==> config.mk <==
export PLATFORM = sky130hd
export DESIGN_NAME = dsf_status_outputs
export DESIGN_NICKNAME = d
export VERILOG_FILES = /design/src/common/dsf_pkg.sv /design/src/logic/dsf_status_outputs.sv
export VERILOG_INCLUDE_DIRS = /design/src /design/src/common
export SDC_FILE = /design/constraint.sdc
export NUM_CORES = 1
export LEC_CHECK = 0
export BUFFER_PORTS_ARGS = -buffer_cell sky130_fd_sc_hd__buf_2
export CAP_MARGIN = 15
export CORE_UTILIZATION = 35
export DETAILED_ROUTE_END_ITERATION = 8
export PLACE_DENSITY_LB_ADDON = 0.3
export SLEW_MARGIN = 20
export SYNTH_ARGS = -nofsm -noshare
export SYNTH_HDL_FRONTEND = slang
export SYNTH_SLANG_ARGS = --single-unit
==> constraint.sdc <==
create_clock -name clk_sys -period 3.1 [get_ports clk_sys]
set_input_delay 0.155 -clock clk_sys [delete_from_list [all_inputs] [get_ports clk_sys]]
set_output_delay 0.155 -clock clk_sys [all_outputs]
set_load 0.05 [all_outputs]
==> src/common/dsf_map.svh <==
// Functional notes
// - Link loss only in RTU over RS-485
// - Timeout sets link loss until next data
// - Timeout 0.00 to 99.99 s, default 0.00
// - Code 32 routes link loss
// - Run seen while run command received
// - Both run inputs active stops drive
// - Code 41 routes run seen
// - Heatsink warning when temperature exceeds threshold
// - Heatsink threshold 0 to 110, default 100
// - Code 42 routes heatsink warning
// - Undercurrent when current below threshold, per mode
// - Mode 00 always, 01 constant speed only
// - Undercurrent threshold 0 to 2x rated
// - Code 43 routes undercurrent
// - Ready flag when drive accepts run
// - Run ignored while not ready; code blocks only a start, motionState stays running if ready drops
// - Code 50 routes ready flag
// - Forward flag only running forward, code 51
// - Reverse flag only running reverse, code 52
//
// Purpose: Register map and constants for drive status outputs
// Assumes: APB word registers, 100 MHz clock
// Notes: Settings in hundredths of a second, degrees C, percent of rated
`ifndef DSF_MAP_SVH
`define DSF_MAP_SVH
`define DSF_CLK_HZ 100000000
`define DSF_TICK_CYCLES (`DSF_CLK_HZ / 100)
`define DSF_OFF_TIMEOUT 12'h000
`define DSF_OFF_HEAT 12'h004
`define DSF_OFF_UCUR 12'h008
`define DSF_OFF_SEL 12'h00c
`define DSF_OFF_CTRL 12'h010
`define DSF_OFF_STAT 12'h014
`define DSF_TIMEOUT_MAX 16'd9999
`define DSF_TIMEOUT_RST 16'd0
`define DSF_HEAT_MAX 8'd110
`define DSF_HEAT_RST 8'd100
`define DSF_UCUR_MAX 8'd200
`define DSF_UCUR_RST 8'd100
`define DSF_MODE_RST 1'b1
`define DSF_CODE_LINK 6'd32
`define DSF_CODE_RUNSEEN 6'd41
`define DSF_CODE_HEAT 6'd42
`define DSF_CODE_UCUR 6'd43
`define DSF_CODE_READY 6'd50
`define DSF_CODE_FWD 6'd51
`define DSF_CODE_REV 6'd52
`endif

==> src/common/dsf_pkg.sv <==
// Purpose: Types for drive status outputs
// Assumes: Constants live in dsf_map.svh
// Notes: Motion states seen by the flag logic
package dsf_pkg;
  typedef enum logic [1:0] {
    DSF_STOPPED,
    DSF_AHEAD,
    DSF_BACKWARD
  } dsf_motion_type;
endpackage

==> src/logic/dsf_status_outputs.sv <==
// Purpose: Drive status flags routed to two output terminals and a relay
// Assumes: Inputs synchronous to clk_sys, APB slave for settings
// Notes: Flags registered, outputs one cycle after the flags
//
// The implementer's own choices: the placing of the registers and the APB slave port.
`timescale 1ns/1ps
`include "dsf_map.svh"
module dsf_status_outputs #(
  parameter int TICK_CYCLES = `DSF_TICK_CYCLES
) (
  input wire logic clk_sys,
  input wire logic reset,
  input wire logic psel,
  input wire logic penable,
  input wire logic pwrite,
  input wire logic [11:0] paddr,
  input wire logic [31:0] pwdata,
  output logic [31:0] prdata,
  output logic pready,
  output logic pslverr,
  input wire logic rtuRs485Sel,
  input wire logic rxDataStrobe,
  input wire logic aheadRunInput,
  input wire logic backwardRunInput,
  input wire logic supplyInRange,
  input wire logic constantSpeed,
  input wire logic [7:0] heatsinkTemp,
  input wire logic [7:0] outputCurrentPct,
  output logic [5:0] linkLossFlagOut,
  output logic driveRunEnable,
  output dsf_pkg::dsf_motion_type motionState,
  output logic outputTerminalOne,
  output logic outputTerminalTwo,
  output logic relayOutput
);
  import dsf_pkg::*;

  // Settings
  logic [15:0] linkTimeoutSetting_q;
  logic [7:0] heatsinkWarnThreshold_q;
  logic [7:0] undercurrentThreshold_q;
  logic undercurrentModeSelect_q;
  // Index 0 terminal one, 1 terminal two, 2 relay
  logic [5:0] selCode_q [3];
  logic outLine_q [3];

  // Link supervision
  logic [31:0] tickCnt_q;
  logic tickDone;
  logic [15:0] timeoutCnt_q;
  logic timeoutReached;

  // Status flags
  logic linkLossFlag_q;
  logic runCommandSeen_q;
  logic heatsinkHotWarn_q;
  logic undercurrentFlag_q;
  logic driveReadyFlag_q;
  logic turningAheadFlag_q;
  logic turningBackwardFlag_q;

  // Decodes
  logic runRequest;
  logic conflict;
  logic access;
  logic setupPhase;
  logic writeHit;
  logic ucurWindow;
  logic [6:0] flagVec;
  logic [31:0] readWord_d;

  assign access = psel && penable;
  assign setupPhase = psel && !penable;
  // A write lands only at the edge that completes the access
  assign writeHit = access && pready && pwrite;
  assign runRequest = aheadRunInput ^ backwardRunInput;
  assign conflict = aheadRunInput && backwardRunInput;
  assign tickDone = tickCnt_q == 32'(TICK_CYCLES - 1);
  assign timeoutReached = (linkTimeoutSetting_q != 16'h0000) &&
                          (timeoutCnt_q >= linkTimeoutSetting_q);
  // Mode 0 checks at any speed, mode 1 only at constant speed
  assign ucurWindow = (motionState != DSF_STOPPED) &&
                      (!undercurrentModeSelect_q || constantSpeed);
  assign flagVec = {
    turningBackwardFlag_q,
    turningAheadFlag_q,
    driveReadyFlag_q,
    undercurrentFlag_q,
    heatsinkHotWarn_q,
    runCommandSeen_q,
    linkLossFlag_q
  };

  // Zero wait states: the access phase always completes in one cycle
  always_ff @(posedge clk_sys) begin
    if (reset) begin
      pready <= 1'b0;
    end else begin
      pready <= setupPhase;
    end
  end

  function automatic logic mapped(input logic [11:0] a);
    unique case (a)
      `DSF_OFF_TIMEOUT, `DSF_OFF_HEAT, `DSF_OFF_UCUR: mapped = 1'b1;
      `DSF_OFF_SEL, `DSF_OFF_CTRL, `DSF_OFF_STAT: mapped = 1'b1;
      default: mapped = 1'b0;
    endcase
  endfunction

  // Settings writes; field values above the limit are clamped, pwdata bits above each field are dropped
  // Timeout counts hundredths of a second
  always_ff @(posedge clk_sys) begin
    if (reset) begin
      linkTimeoutSetting_q <= `DSF_TIMEOUT_RST;
    end else if (writeHit && paddr == `DSF_OFF_TIMEOUT) begin
      if (pwdata[15:0] > `DSF_TIMEOUT_MAX) begin
        linkTimeoutSetting_q <= `DSF_TIMEOUT_MAX;
      end else begin
        linkTimeoutSetting_q <= pwdata[15:0];
      end
    end
  end

  // Threshold in whole degrees
  always_ff @(posedge clk_sys) begin
    if (reset) begin
      heatsinkWarnThreshold_q <= `DSF_HEAT_RST;
    end else if (writeHit && paddr == `DSF_OFF_HEAT) begin
      if (pwdata[7:0] > `DSF_HEAT_MAX) begin
        heatsinkWarnThreshold_q <= `DSF_HEAT_MAX;
      end else begin
        heatsinkWarnThreshold_q <= pwdata[7:0];
      end
    end
  end

  // Threshold is in percent of rated current, so 200 is twice rated
  always_ff @(posedge clk_sys) begin
    if (reset) begin
      undercurrentThreshold_q <= `DSF_UCUR_RST;
    end else if (writeHit && paddr == `DSF_OFF_UCUR) begin
      if (pwdata[7:0] > `DSF_UCUR_MAX) begin
        undercurrentThreshold_q <= `DSF_UCUR_MAX;
      end else begin
        undercurrentThreshold_q <= pwdata[7:0];
      end
    end
  end

  always_ff @(posedge clk_sys) begin
    if (reset) begin
      undercurrentModeSelect_q <= `DSF_MODE_RST;
    end else if (writeHit && paddr == `DSF_OFF_CTRL) begin
      undercurrentModeSelect_q <= pwdata[0];
    end
  end

  // One select field per output, each in its own byte of the word
  for (genvar i = 0; i < 3; i++) begin : g_sel
    always_ff @(posedge clk_sys) begin
      if (reset) begin
        selCode_q[i] <= 6'h00;
      end else if (writeHit && paddr == `DSF_OFF_SEL) begin
        selCode_q[i] <= pwdata[8 * i +: 6];
      end
    end
  end

  // Read word is decoded in the setup phase and held through the access
  always_comb begin
    readWord_d = 32'h0000_0000;
    unique case (paddr)
      `DSF_OFF_TIMEOUT: readWord_d = {16'h0000, linkTimeoutSetting_q};
      `DSF_OFF_HEAT: readWord_d = {24'h000000, heatsinkWarnThreshold_q};
      `DSF_OFF_UCUR: readWord_d = {24'h000000, undercurrentThreshold_q};
      `DSF_OFF_SEL: readWord_d = {10'h000, selCode_q[2], 2'h0, selCode_q[1], 2'h0, selCode_q[0]};
      `DSF_OFF_CTRL: readWord_d = {31'h00000000, undercurrentModeSelect_q};
      `DSF_OFF_STAT: readWord_d = {25'h0000000, flagVec};
      default: readWord_d = 32'h0000_0000;
    endcase
  end

  always_ff @(posedge clk_sys) begin
    if (reset) begin
      prdata <= 32'h0000_0000;
    end else if (setupPhase) begin
      prdata <= readWord_d;
    end
  end

  // Error flag stands only in the access cycle, together with pready
  always_ff @(posedge clk_sys) begin
    if (reset) begin
      pslverr <= 1'b0;
    end else begin
      pslverr <= setupPhase && !mapped(paddr);
    end
  end

  // Hundredth-second tick; restarts on each received byte
  always_ff @(posedge clk_sys) begin
    if (reset || rxDataStrobe || tickDone) begin
      tickCnt_q <= 32'h0000_0000;
    end else begin
      tickCnt_q <= tickCnt_q + 32'h0000_0001;
    end
  end

  // A zero timeout setting disables detection
  always_ff @(posedge clk_sys) begin
    if (reset || rxDataStrobe || !rtuRs485Sel) begin
      timeoutCnt_q <= 16'h0000;
    end else if (tickDone) begin
      // Saturate so a long silence never wraps back below the setting
      if (timeoutCnt_q != 16'hffff) begin
        timeoutCnt_q <= timeoutCnt_q + 16'h0001;
      end
    end
  end

  always_ff @(posedge clk_sys) begin
    if (reset || !rtuRs485Sel) begin
      linkLossFlag_q <= 1'b0;
    end else if (rxDataStrobe) begin
      // Fresh data proves the link alive, so it outranks a set
      linkLossFlag_q <= 1'b0;
    end else if (timeoutReached) begin
      linkLossFlag_q <= 1'b1;
    end
  end

  // Either input counts, even the conflicting pair that stops the drive
  always_ff @(posedge clk_sys) begin
    if (reset) begin
      runCommandSeen_q <= 1'b0;
    end else begin
      runCommandSeen_q <= aheadRunInput || backwardRunInput;
    end
  end

  // Strictly greater, so a temperature equal to the threshold stays quiet
  always_ff @(posedge clk_sys) begin
    if (reset) begin
      heatsinkHotWarn_q <= 1'b0;
    end else begin
      heatsinkHotWarn_q <= heatsinkTemp > heatsinkWarnThreshold_q;
    end
  end

  // Undercurrent is only meaningful while the motor is driven
  always_ff @(posedge clk_sys) begin
    if (reset) begin
      undercurrentFlag_q <= 1'b0;
    end else begin
      undercurrentFlag_q <= ucurWindow &&
                            (outputCurrentPct < undercurrentThreshold_q);
    end
  end

  // Ready follows the supply check one cycle late
  always_ff @(posedge clk_sys) begin
    if (reset) begin
      driveReadyFlag_q <= 1'b0;
    end else begin
      driveReadyFlag_q <= supplyInRange;
    end
  end

  // Enable follows the same gating as the start of motion
  always_ff @(posedge clk_sys) begin
    if (reset) begin
      driveRunEnable <= 1'b0;
    end else begin
      driveRunEnable <= runRequest && !conflict && driveReadyFlag_q;
    end
  end

  // Run starts only when ready; both inputs at once force a stop
  always_ff @(posedge clk_sys) begin
    if (reset) begin
      motionState <= DSF_STOPPED;
    end else if (conflict || !runRequest) begin
      motionState <= DSF_STOPPED;
    end else if (motionState == DSF_STOPPED && driveReadyFlag_q) begin
      motionState <= aheadRunInput ? DSF_AHEAD : DSF_BACKWARD;
    end else if (motionState != DSF_STOPPED) begin
      motionState <= aheadRunInput ? DSF_AHEAD : DSF_BACKWARD;
    end
  end

  // Direction flags trail the motion register by one cycle
  always_ff @(posedge clk_sys) begin
    if (reset) begin
      turningAheadFlag_q <= 1'b0;
    end else begin
      turningAheadFlag_q <= motionState == DSF_AHEAD;
    end
  end

  always_ff @(posedge clk_sys) begin
    if (reset) begin
      turningBackwardFlag_q <= 1'b0;
    end else begin
      turningBackwardFlag_q <= motionState == DSF_BACKWARD;
    end
  end

  function automatic logic pick(input logic [5:0] code);
    unique case (code)
      `DSF_CODE_LINK: pick = linkLossFlag_q;
      `DSF_CODE_RUNSEEN: pick = runCommandSeen_q;
      `DSF_CODE_HEAT: pick = heatsinkHotWarn_q;
      `DSF_CODE_UCUR: pick = undercurrentFlag_q;
      `DSF_CODE_READY: pick = driveReadyFlag_q;
      `DSF_CODE_FWD: pick = turningAheadFlag_q;
      `DSF_CODE_REV: pick = turningBackwardFlag_q;
      default: pick = 1'b0;
    endcase
  endfunction

  // Each output re-reads its select every cycle, so a new code reaches the output one cycle after the write
  for (genvar i = 0; i < 3; i++) begin : g_out
    always_ff @(posedge clk_sys) begin
      if (reset) begin
        outLine_q[i] <= 1'b0;
      end else begin
        outLine_q[i] <= pick(selCode_q[i]);
      end
    end
  end

  assign outputTerminalOne = outLine_q[0];
  assign outputTerminalTwo = outLine_q[1];
  assign relayOutput = outLine_q[2];

  // Only bit 0 carries the flag; upper bits read as zero
  always_ff @(posedge clk_sys) begin
    if (reset) begin
      linkLossFlagOut <= 6'h00;
    end else begin
      linkLossFlagOut <= {5'h00, linkLossFlag_q};
    end
  end
endmodule // dsf_status_outputs

==> results.json, run 1 <==
{
  "ff_latch_area_um2": 2920,
  "route.vias.total": 6008,
  "yosys-top-cells-count": "119 x dfxtp_1, 77 x nor2_1, 63 x nand2_1",
  "numPortBuffers": 91,
  "nets": 1002,
  "period_minus_slack_ns": 2.44,
  "dieHeight_um": 145,
  "clock_path_buffers": 2,
  "synth_top_area_cell": "dfxtp_1",
  "overflow": 0,
  "arrival_ns": 2.78,
  "regToRegSetupSlack_ns": 0.66,
  "yosysMostFrequentCell": "dfxtp_1",
  "start_kind": "flop",
  "synth-simple-area-share_pct": 25.1,
  "yosys-mux-area-fraction_pct": 3.61,
  "synth_xor_area_share_pct": 3.69,
  "drt_iter0_drc": 325,
  "path_clk_slew_ns": 0.07,
  "timing_hold_violations_final": 0,
  "holdPathStages": 2,
  "status": "completed",
  "synth_top_family_by_area": "simple AND/OR/NAND/NOR gates",
  "num-fill-cells": 1975,
  "tightest_slew_ns": 0.713,
  "path_max_fanout": 8,
  "start_util_pct": 36.1,
  "clockPowerShare_pct": 49.8,
  "drtPass1Iterations": 5,
  "ys_types": 64,
  "grt.total_usage_pct": 17.5,
  "leakage_uw": 0.00328,
  "grt_pass1_wl_um": 28100,
  "yosys-top-cells-area": "dfxtp_1 33%, edfxtp_1 7.6%, ha_1 6.0%",
  "min-delay-path-class": "in2reg",
  "areaGrowthSynthToFinish_pct": 18.3,
  "highest_layer": "met4",
  "post_cts_buffers": 0,
  "seqPwrFrac_pct": 44.2,
  "antenna_found_initial": 0,
  "p_int_uw": 3110,
  "async_flop_share_pct": 0,
  "setup_viol_count_final": 0,
  "cts_sinks": 137,
  "drv_slew": 0,
  "routed-wl-met2_um": 8300,
  "regToRegStartpoint": "tickCnt_q[22]$_SDFF_PP0_",
  "synthFlopType": "dfxtp_1",
  "fmax_ghz": 0.411,
  "rows": 51,
  "antenna_left": 0,
  "p_sw_uw": 1020,
  "finalCritPeriodShare_pct": 78.6,
  "core_um2": 19700,
  "r2r_end": "timeoutCnt_q[15]$_SDFFE_PP0P_",
  "slew_headroom_pct": 52.4,
  "synth_compound_area_share_pct": 14.0,
  "place.gp.congestion": 0.836,
  "yosysSeqAreaShare_pct": 41.1,
  "rsz0062_at_grt": "false",
  "cap_violations": 0,
  "synth-edff-count": 18,
  "met1_length_um": 8240,
  "syn_inst": 809,
  "whs_endpoint": "selCode_q[2][5]$_SDFFCE_PN0P_",
  "multiInputGateArea_um2": 3780,
  "clock_skew_ns": 0.0102,
  "finalWirelength_um": 17700,
  "swShare_pct": 24.6,
  "die_x_um": 145,
  "ioPinCount": 117,
  "worst_ep_required_time_ns": 3.44,
  "reg2reg_depth": 5,
  "synth-seq-cells": 137,
  "cts_max_level": 4,
  "cts_root_buf": "clkbuf_16",
  "netlist.area_leader.share_pct": 33.5,
  "cts_made_buffers": 17,
  "syn_area_um2": 7110,
  "grt_max_degree": 42,
  "pwr_density_cell_nw_per_um2": 490,
  "viasPerCell": 5.11,
  "dp.final_hpwl_um": 13200,
  "insertion_delay_ns": 0.42,
  "met3_length_um": 788,
  "diodes": 0,
  "grt_pass1_vias": 5523,
  "fp.dieArea_um2": 20900,
  "cts_tree": "done",
  "setup-tns-final_ns": 0,
  "drc": 0,
  "yosys_warnings": 0,
  "endpoint_kind": "flop",
  "layout-drive-gt1-share_pct": 16.8,
  "worstHoldStart": "pwdata[21]",
  "synth.avg_cell_area_um2": 8.79,
  "detail_route.wl_per_cell_um": 15.0,
  "fin_util_pct": 42.7,
  "vdd_drop_max_uv": 363,
  "combinationalPowerShare_pct": 6.0,
  "synth_fa_ha_area_share_pct": 5.98,
  "worstSetupPathType": "reg2reg"
}
## through the flow
stage	area (µm²)	std cells	total power, µW	setup slack, ns	hold WS [ns]
floorplan	7170	823	2030	0.438	0.232
global placement	7800	1141	2110	0.415	0.345
detailed placement	7800	1141	2110	0.412	0.344
CTS	8420	1175	4170	0.639	0.00101
global route	8420	1175	4260	0.507	0.00809
finish	8420	1175	4130	0.664	0.0129
## timing repair
item	in CTS	in global routing
gates resized for setup	0	0
hold buffers	2	0
hold endpoints to repair	3	0
## metal layers
| metal | global-route usage (%) | vias to the layer above |
|---|---|---|
| li1 | - | 3062 |
| met1 | 22.2 | 2773 |
| met2 | 29.2 | 149 |
| met3 | 3.94 | 24 |
| met4 | 5.98 | 0 |
| met5 | 0 | - |
## power groups by stage
stage	Clock [µW]	Sequential (µW)	Combinational, µW
2_1_floorplan	0	1870	165
3_3_place_gp	0	1860	245
3_5_place_dp	0	1860	245
4_1_cts	2090	1830	248
5_1_grt	2170	1830	271
6_report	2050	1830	247
## kinds of logic after synthesis
family                     count (synthesis)
AOI/OAI and AO/OA                        150
adders and majority gates                 34
buffers and inverters                    102
other                                      1
muxes                                     24
DFF                                      137
xor gates and xnor gates                  30
and+or+nand+nor                          331
## critical path, stage by stage (launching register included)
cell	delay [ns]
dfxtp_1	0.36
nor4_1	0.36
nand4_1	0.26
or4_1	0.73
or4_1	0.51
a21oi_1	0.14
## layout by cell type (no fill, tap or decap), types with 14 or more instances in the layout
master / n
a21oi_1: 37
o21ai_0: 30
nor3_1: 34
mux2i_1: 20
nor4_1: 15
conb_1: 15
edfxtp_1: 18
nand2_1: 63
nor2_1: 77
clkbuf_16: 17
dfxtp_1: 119
nand4_1: 14
xnor2_1: 20
and2_1: 22
buf_2: 91
nand3_1: 33
inv_1: 50
ha_1: 34
## worst max path at each step
stage                                   from                                 endpoint  slack, ns  cells after the start
floorplan                           paddr[9]            selCode_q[0][0]$_SDFFCE_PN0P_       0.44                      4
global placement                    paddr[9]  undercurrentThreshold_q[7]$_SDFFE_PP0P_       0.42                      6
detailed placement                  paddr[9]  undercurrentThreshold_q[7]$_SDFFE_PP0P_       0.41                      6
CTS                 tickCnt_q[22]$_SDFF_PP0_            timeoutCnt_q[15]$_SDFFE_PP0P_       0.64                      5
global route        tickCnt_q[22]$_SDFF_PP0_                  tickCnt_q[9]$_SDFF_PP0_       0.51                      6
finish              tickCnt_q[22]$_SDFF_PP0_            timeoutCnt_q[15]$_SDFFE_PP0P_       0.66                      5
## area by class of cell
cell class	count	area share, %
Multi-Input combinational cell	584	44.9
Clock buffer	18	5.22
Timing Repair Buffer	107	7.04
Inverter	50	2.23
Tap cell	265	3.94
Clock inverter	14	1.92
Sequential cell	137	34.7
## state kept, by name, indices dropped and copies added (netlist names), 2 cells and up
register	flops
tickCnt_q	32
prdata	22
selCode_q	18
linkTimeoutSetting_q	16
timeoutCnt_q	16
heatsinkWarnThreshold_q	8
undercurrentThreshold_q	8
outLine_q	3
motionState	2
(Power assumes the default switching activity.)
==> run 2, diff against run 1 <==
- ABC_AREA: not set -> 1
- clock period: 3.1 -> 2.14 ns (I/O delays scaled with it)
==> run 2 against run 1 <==
Net effect:
- clock skew down 0.00099 ns
- largest power group unchanged
- final area up 9.5%
- count of clock-buffer cells in the layout up 5
==> results.json, run 2 <==
{
  "status": "completed",
  "layout_common_cells": "246 x nand2_1, 141 x inv_1, 123 x nor2_1",
  "tightest_slew_ns": 0.651,
  "synth-seq-cells": 137,
  "ys_types": 51,
  "async_flop_share_pct": 0,
  "cp_common_cell": "nor2_2",
  "place.gp.congestion": 0.906,
  "areaGrowthSynthToFinish_pct": 19.8,
  "min-delay-path-class": "in2reg",
  "synth-edff-count": 18,
  "clock_skew_ns": 0.00923,
  "yosysMostFrequentCell": "nand2_1",
  "insertion_delay_ns": 0.42,
  "start_kind": "flop",
  "synth_top_area_cell": "dfxtp_1",
  "endpoint_kind": "flop",
  "slew_headroom_pct": 56.5,
  "leakage_uw": 0.00387,
  "stdcell_count": 1489,
  "yosys-top-cells-area": "dfxtp_1 31%, nand2_1 12%, edfxtp_1 7.0%",
  "top_register": "tickCnt_q",
  "ioPinCount": 117,
  "core_um2": 21300,
  "post_cts_buffers": 0,
  "multiInputGateArea_um2": 4050,
  "viasPerCell": 4.88,
  "yosys_warnings": 0,
  "detail_route.wl_per_cell_um": 13.8,
  "route.vias.total": 7273,
  "period_minus_slack_ns": 1.84,
  "antenna_left": 0,
  "path_cells": "ha_1 -> nand3_2 -> nor2_2 -> nand2_1 -> nor2_2 -> nand2_2 -> nor2_2 -> nand2_1 -> o21ai_0 -> nor2_1",
  "setup-tns-final_ns": 0,
  "arrival_ns": 2.15,
  "path_clk_slew_ns": 0.06,
  "max_stage_delay_ns": 0.36,
  "num-fill-cells": 2202,
  "finalWirelength_um": 20600,
  "start_util_pct": 36.1,
  "nets": 1306,
  "cap_violations": 0,
  "fp.dieArea_um2": 22600,
  "yosys-top-cells-count": "246 x nand2_1, 141 x inv_1, 124 x nor2_1",
  "grt.total_usage_pct": 19.3,
  "fmax_ghz": 0.543,
  "cts_root_buf": "clkbuf_16",
  "worst_ep_required_time_ns": 2.44,
  "finalCritPeriodShare_pct": 86.1,
  "antenna_found_initial": 0,
  "grt_max_degree": 24,
  "setup_viol_count_final": 0,
  "drtPass1Iterations": 5,
  "drv_slew": 0,
  "dp_worst_setup_slack_ns": 0.309,
  "crit_slowest_cell": "dfxtp_1",
  "dieHeight_um": 150,
  "die_x_um": 150,
  "drc": 0,
  "worstSetupPathType": "reg2reg",
  "place_inst": 1443,
  "rsz0062_at_grt": "false",
  "rows": 53,
  "largest_register_ff_count": 32,
  "dp.final_hpwl_um": 15900,
  "numPortBuffers": 91,
  "pwr_density_cell_nw_per_um2": 675,
  "layout-drive-gt1-share_pct": 15.3,
  "vdd_drop_max_uv": 349,
  "synth.avg_cell_area_um2": 7.09,
  "cts_sinks": 137,
  "syn_inst": 1086,
  "netlist.area_leader.share_pct": 31.0,
  "placed_area_um2": 8430,
  "whs_ns": 0.0121,
  "overflow": 0,
  "cts_max_level": 4,
  "synthFlopType": "dfxtp_1",
  "final_area_um2": 9220,
  "syn_area_um2": 7690,
  "largestRegisters": "tickCnt_q: 32 flops, prdata: 22 flops, selCode_q: 18 flops",
  "fin_ws_ns": 0.298,
  "grt_pass1_wl_um": 33700,
  "diodes": 0,
  "cts_tree": "done",
  "layout_commonest_cell": "nand2_1",
  "drt_iter0_drc": 496,
  "cts_made_buffers": 17,
  "ctsResizeCount": 0,
  "yosysSeqAreaShare_pct": 38.0,
  "path_max_fanout": 5,
  "timing_hold_violations_final": 0,
  "ff_latch_area_um2": 2920,
  "clock_path_buffers": 2,
  "grt_pass1_vias": 6601
}
[run 2: power breakdown]
part / internal (µW) / switching (µW) / leakage, µW
Sequential: 2630 / 22.7 / 0.00115
Clock: 2040 / 1120 / 0.000305
Combinational: 120 / 279 / 0.00241
Total: 4790 / 1430 / 0.00387
[run 2: worst paths after layout]
kind                                         startpoint                            end  slack (ns)  depth (start not counted)
worst max-delay path            tickCnt_q[0]$_SDFF_PP0_       tickCnt_q[24]$_SDFF_PP0_        0.30                         10
worst min register to register  tickCnt_q[0]$_SDFF_PP0_        tickCnt_q[0]$_SDFF_PP0_        0.45                          1
worst max register to register  tickCnt_q[0]$_SDFF_PP0_       tickCnt_q[24]$_SDFF_PP0_        0.30                         10
worst min-delay path                         pwdata[21]  selCode_q[2][5]$_SDFFCE_PN0P_        0.01                          3
[run 2: layout make-up]
| type | count | area share (%) |
|---|---|---|
| Multi-Input combinational cell | 775 | 43.9 |
| Sequential cell | 137 | 31.7 |
| Inverter | 154 | 6.30 |
| Timing Repair Buffer | 116 | 7.36 |
| Tap cell | 275 | 3.73 |
| Clock inverter | 9 | 1.47 |
| Clock buffer | 23 | 5.55 |
[run 2: layer usage]
layer  part of all wire [%]  wire length (µm)  track usage [%]  vias up
met4                    1.1               229             5.61        0
met5                      0                 0                0        -
met3                    4.7               976             3.55       13
met1                     51             10600             27.8     3343
li1                       -                 -                -     3733
met2                     43              8850             29.1      184
[run 2: timing repair]
action,in CTS,in global routing
setup endpoints to repair,0,0
endpoints found under the hold margin,20,0
hold buffers,14,0
[run 2: cell families after synthesis]
family / after synthesis / synth area share [%]
other cells: 1 / 0.0487
compound gates: 156 / 11.0
xor+xnor: 25 / 2.85
buf+inv: 188 / 10.2
flops: 137 / 38.0
simple gates: 545 / 32.3
fa+ha+maj: 34 / 5.53
[run 2: metrics by stage]
| step | total power, µW | util [%] |
|---|---|---|
| after CTS | 6270 | 43.3 |
| after floorplan | 2960 | - |
| after global placement | 3080 | 39.6 |
| after global routing | 6440 | 43.3 |
| final | 6220 | 43.3 |
| after detailed placement | 3090 | 39.6 |
[run 2: worst max-delay path: cells and delay by family, from the launching register on]
family / cells / cell delay (ns)
and+or+nand+nor: 8 / 0.99
DFF: 1 / 0.36
AOI/OAI and AO/OA: 1 / 0.15
adders and majority gates: 1 / 0.24
==> run 3, diff against run 2 <==
- BUFFER_PORTS_ARGS: -buffer_cell sky130_fd_sc_hd__buf_2 -> -buffer_cell sky130_fd_sc_hd__buf_4
==> run 3 against run 2 <==
Net effect:
- worst hold slack better by 0.0020 ns
- register-to-register slack worse by 0.03 ns
- critical endpoint is now timeoutCnt_q[7]$_SDFFE_PP0P_
- final area up 1.3%
- flip-flop and latch count unchanged
- critical path type unchanged
- clock power down 14%
- largest cell class unchanged
- global-route usage down 0.19 points
- highest routed layer unchanged
==> results.json, run 3 (same netlist as run 2, synthesis figures left out) <==
{
  "dieHeight_um": 150,
  "layout_common_cells": "246 x nand2_1, 141 x inv_1, 123 x nor2_1",
  "overflow": 0,
  "areaGrowthSynthToFinish_pct": 21.4,
  "finalWirelength_um": 20800,
  "viasPerCell": 4.86,
  "path_cells": "ha_1 -> nand3_2 -> inv_2 -> nand2_1 -> nor2_2 -> nand3_4 -> inv_2 -> nand2_1 -> a21oi_1",
  "fp.dieArea_um2": 22600,
  "antenna_left": 0,
  "placed_area_um2": 8640,
  "tightest_slew_ns": 0.730,
  "cts_root_buf": "clkbuf_16",
  "path_max_fanout": 17,
  "arrival_ns": 2.21,
  "start_util_pct": 36.1,
  "insertion_delay_ns": 0.43,
  "crit_slowest_cell": "dfxtp_1",
  "cts_max_level": 4,
  "ctsResizeCount": 0,
  "worst_ep_required_time_ns": 2.48,
  "grt_pass1_vias": 6618,
  "grt_max_degree": 23,
  "period_minus_slack_ns": 1.87,
  "core_um2": 21300,
  "max_stage_delay_ns": 0.35,
  "cts_tree": "done",
  "detail_route.wl_per_cell_um": 14.0,
  "finalCritPeriodShare_pct": 87.4,
  "slew_headroom_pct": 50.9,
  "drc": 0,
  "layout-drive-gt1-share_pct": 15.4,
  "layout_commonest_cell": "nand2_1",
  "final_area_um2": 9340,
  "drtPass1Iterations": 5,
  "cts_made_buffers": 17,
  "numPortBuffers": 91,
  "worstSetupPathType": "reg2reg",
  "grt.total_usage_pct": 19.1,
  "dp.final_hpwl_um": 16000,
  "fmax_ghz": 0.535,
  "timing_hold_violations_final": 0,
  "cp.buffers_inverters": 2,
  "path_clk_slew_ns": 0.06,
  "cap_violations": 0,
  "ioPinCount": 117,
  "clock_skew_ns": 0.00789,
  "top_register": "tickCnt_q",
  "leakage_uw": 0.00387,
  "drv_slew": 0,
  "ff_latch_area_um2": 2920,
  "route.vias.total": 7239,
  "grt_pass1_wl_um": 33700,
  "drt_iter0_drc": 438,
  "reg2reg_depth": 9,
  "die_x_um": 150,
  "min-delay-path-class": "in2reg",
  "setup_viol_count_final": 0,
  "cp.depth": 9,
  "num-fill-cells": 2202,
  "largestRegisters": "tickCnt_q: 32 flops, prdata: 22 flops, selCode_q: 18 flops",
  "endpoint_kind": "flop",
  "diodes": 0,
  "start_kind": "flop",
  "setup-tns-final_ns": 0,
  "multiInputGateArea_um2": 4050,
  "rows": 53,
  "pwr_density_cell_nw_per_um2": 623,
  "rsz0062_at_grt": "false",
  "cts_sinks": 137,
  "critPathTopFamily": "simple AND/OR/NAND/NOR gates",
  "place.gp.congestion": 0.887,
  "nets": 1305,
  "largest_register_ff_count": 32,
  "status": "completed",
  "antenna_found_initial": 0,
  "vdd_drop_max_uv": 318,
  "holdPathStages": 3,
  "clock_path_buffers": 2
}
==> run 3: changes by cell type in the layout (fill, tap and decap cells not counted), sizes merged <==
cell,previous run,this run
clkbuf,23,18
bufinv,3,0
clkinvlp,3,6
inv,152,155
buf,102,100
clkinv,5,7
dlygate4sd3,14,15
==> run 3: worst paths after layout <==
kind,from,to,slack (ns)
max,tickCnt_q[0]$_SDFF_PP0_,timeoutCnt_q[7]$_SDFFE_PP0P_,0.27
min,pwdata[19],selCode_q[2][3]$_SDFFCE_PN0P_,0.01
min reg2reg,tickCnt_q[0]$_SDFF_PP0_,tickCnt_q[0]$_SDFF_PP0_,0.46
max reg2reg,tickCnt_q[0]$_SDFF_PP0_,timeoutCnt_q[7]$_SDFFE_PP0P_,0.27
==> run 3: repair_timing <==
action,CTS,global route
hold buffers,15,0
endpoints found under the hold margin,23,0
buffers inserted,0,0
setup endpoints to repair,0,0
==> run 3: cell type report <==
class	count	share of cell area, %
Multi-Input combinational cell	775	43.3
Timing Repair Buffer	115	9.64
Clock buffer	18	4.82
Sequential cell	137	31.3
Tap cell	275	3.68
Inverter	154	6.21
Clock inverter	14	1.04
==> run 3: worst register-to-register path: cells and delay by family, from the launching register on <==
| kind | cells | cell delay, ns |
|---|---|---|
| buf+inv | 2 | 0.38 |
| compound gates | 1 | 0.14 |
| fa+ha+maj | 1 | 0.23 |
| simple gates | 5 | 0.70 |
| flops | 1 | 0.35 |
==> run 3: report_power, final <==
group	switching [µW]	internal (µW)	leakage (µW)
registers	21.9	2630	0.00115
logic	282	156	0.00246
clock network	1180	1550	0.000256
==> run 3: metrics by stage <==
stage | util [%] | hold WS, ns | cells | total power (µW) | worst slack, ns
after floorplan | - | 0.179 | 1100 | 2960 | 0.0761
after global placement | 40.6 | 0.279 | 1441 | 3120 | 0.325
after detailed placement | 40.6 | 0.278 | 1441 | 3120 | 0.271
after CTS | 43.9 | 0.00460 | 1488 | 5850 | 0.260
after global routing | 43.9 | 0.00461 | 1488 | 6030 | 0.0551
final | 43.9 | 0.0141 | 1488 | 5820 | 0.271
==> run 3: layer usage <==
metal | track usage [%] | wire length, µm
met4 | 6.16 | 280
met1 | 28.1 | 10700
met5 | 0 | 0
met2 | 28.4 | 8820
met3 | 2.73 | 976
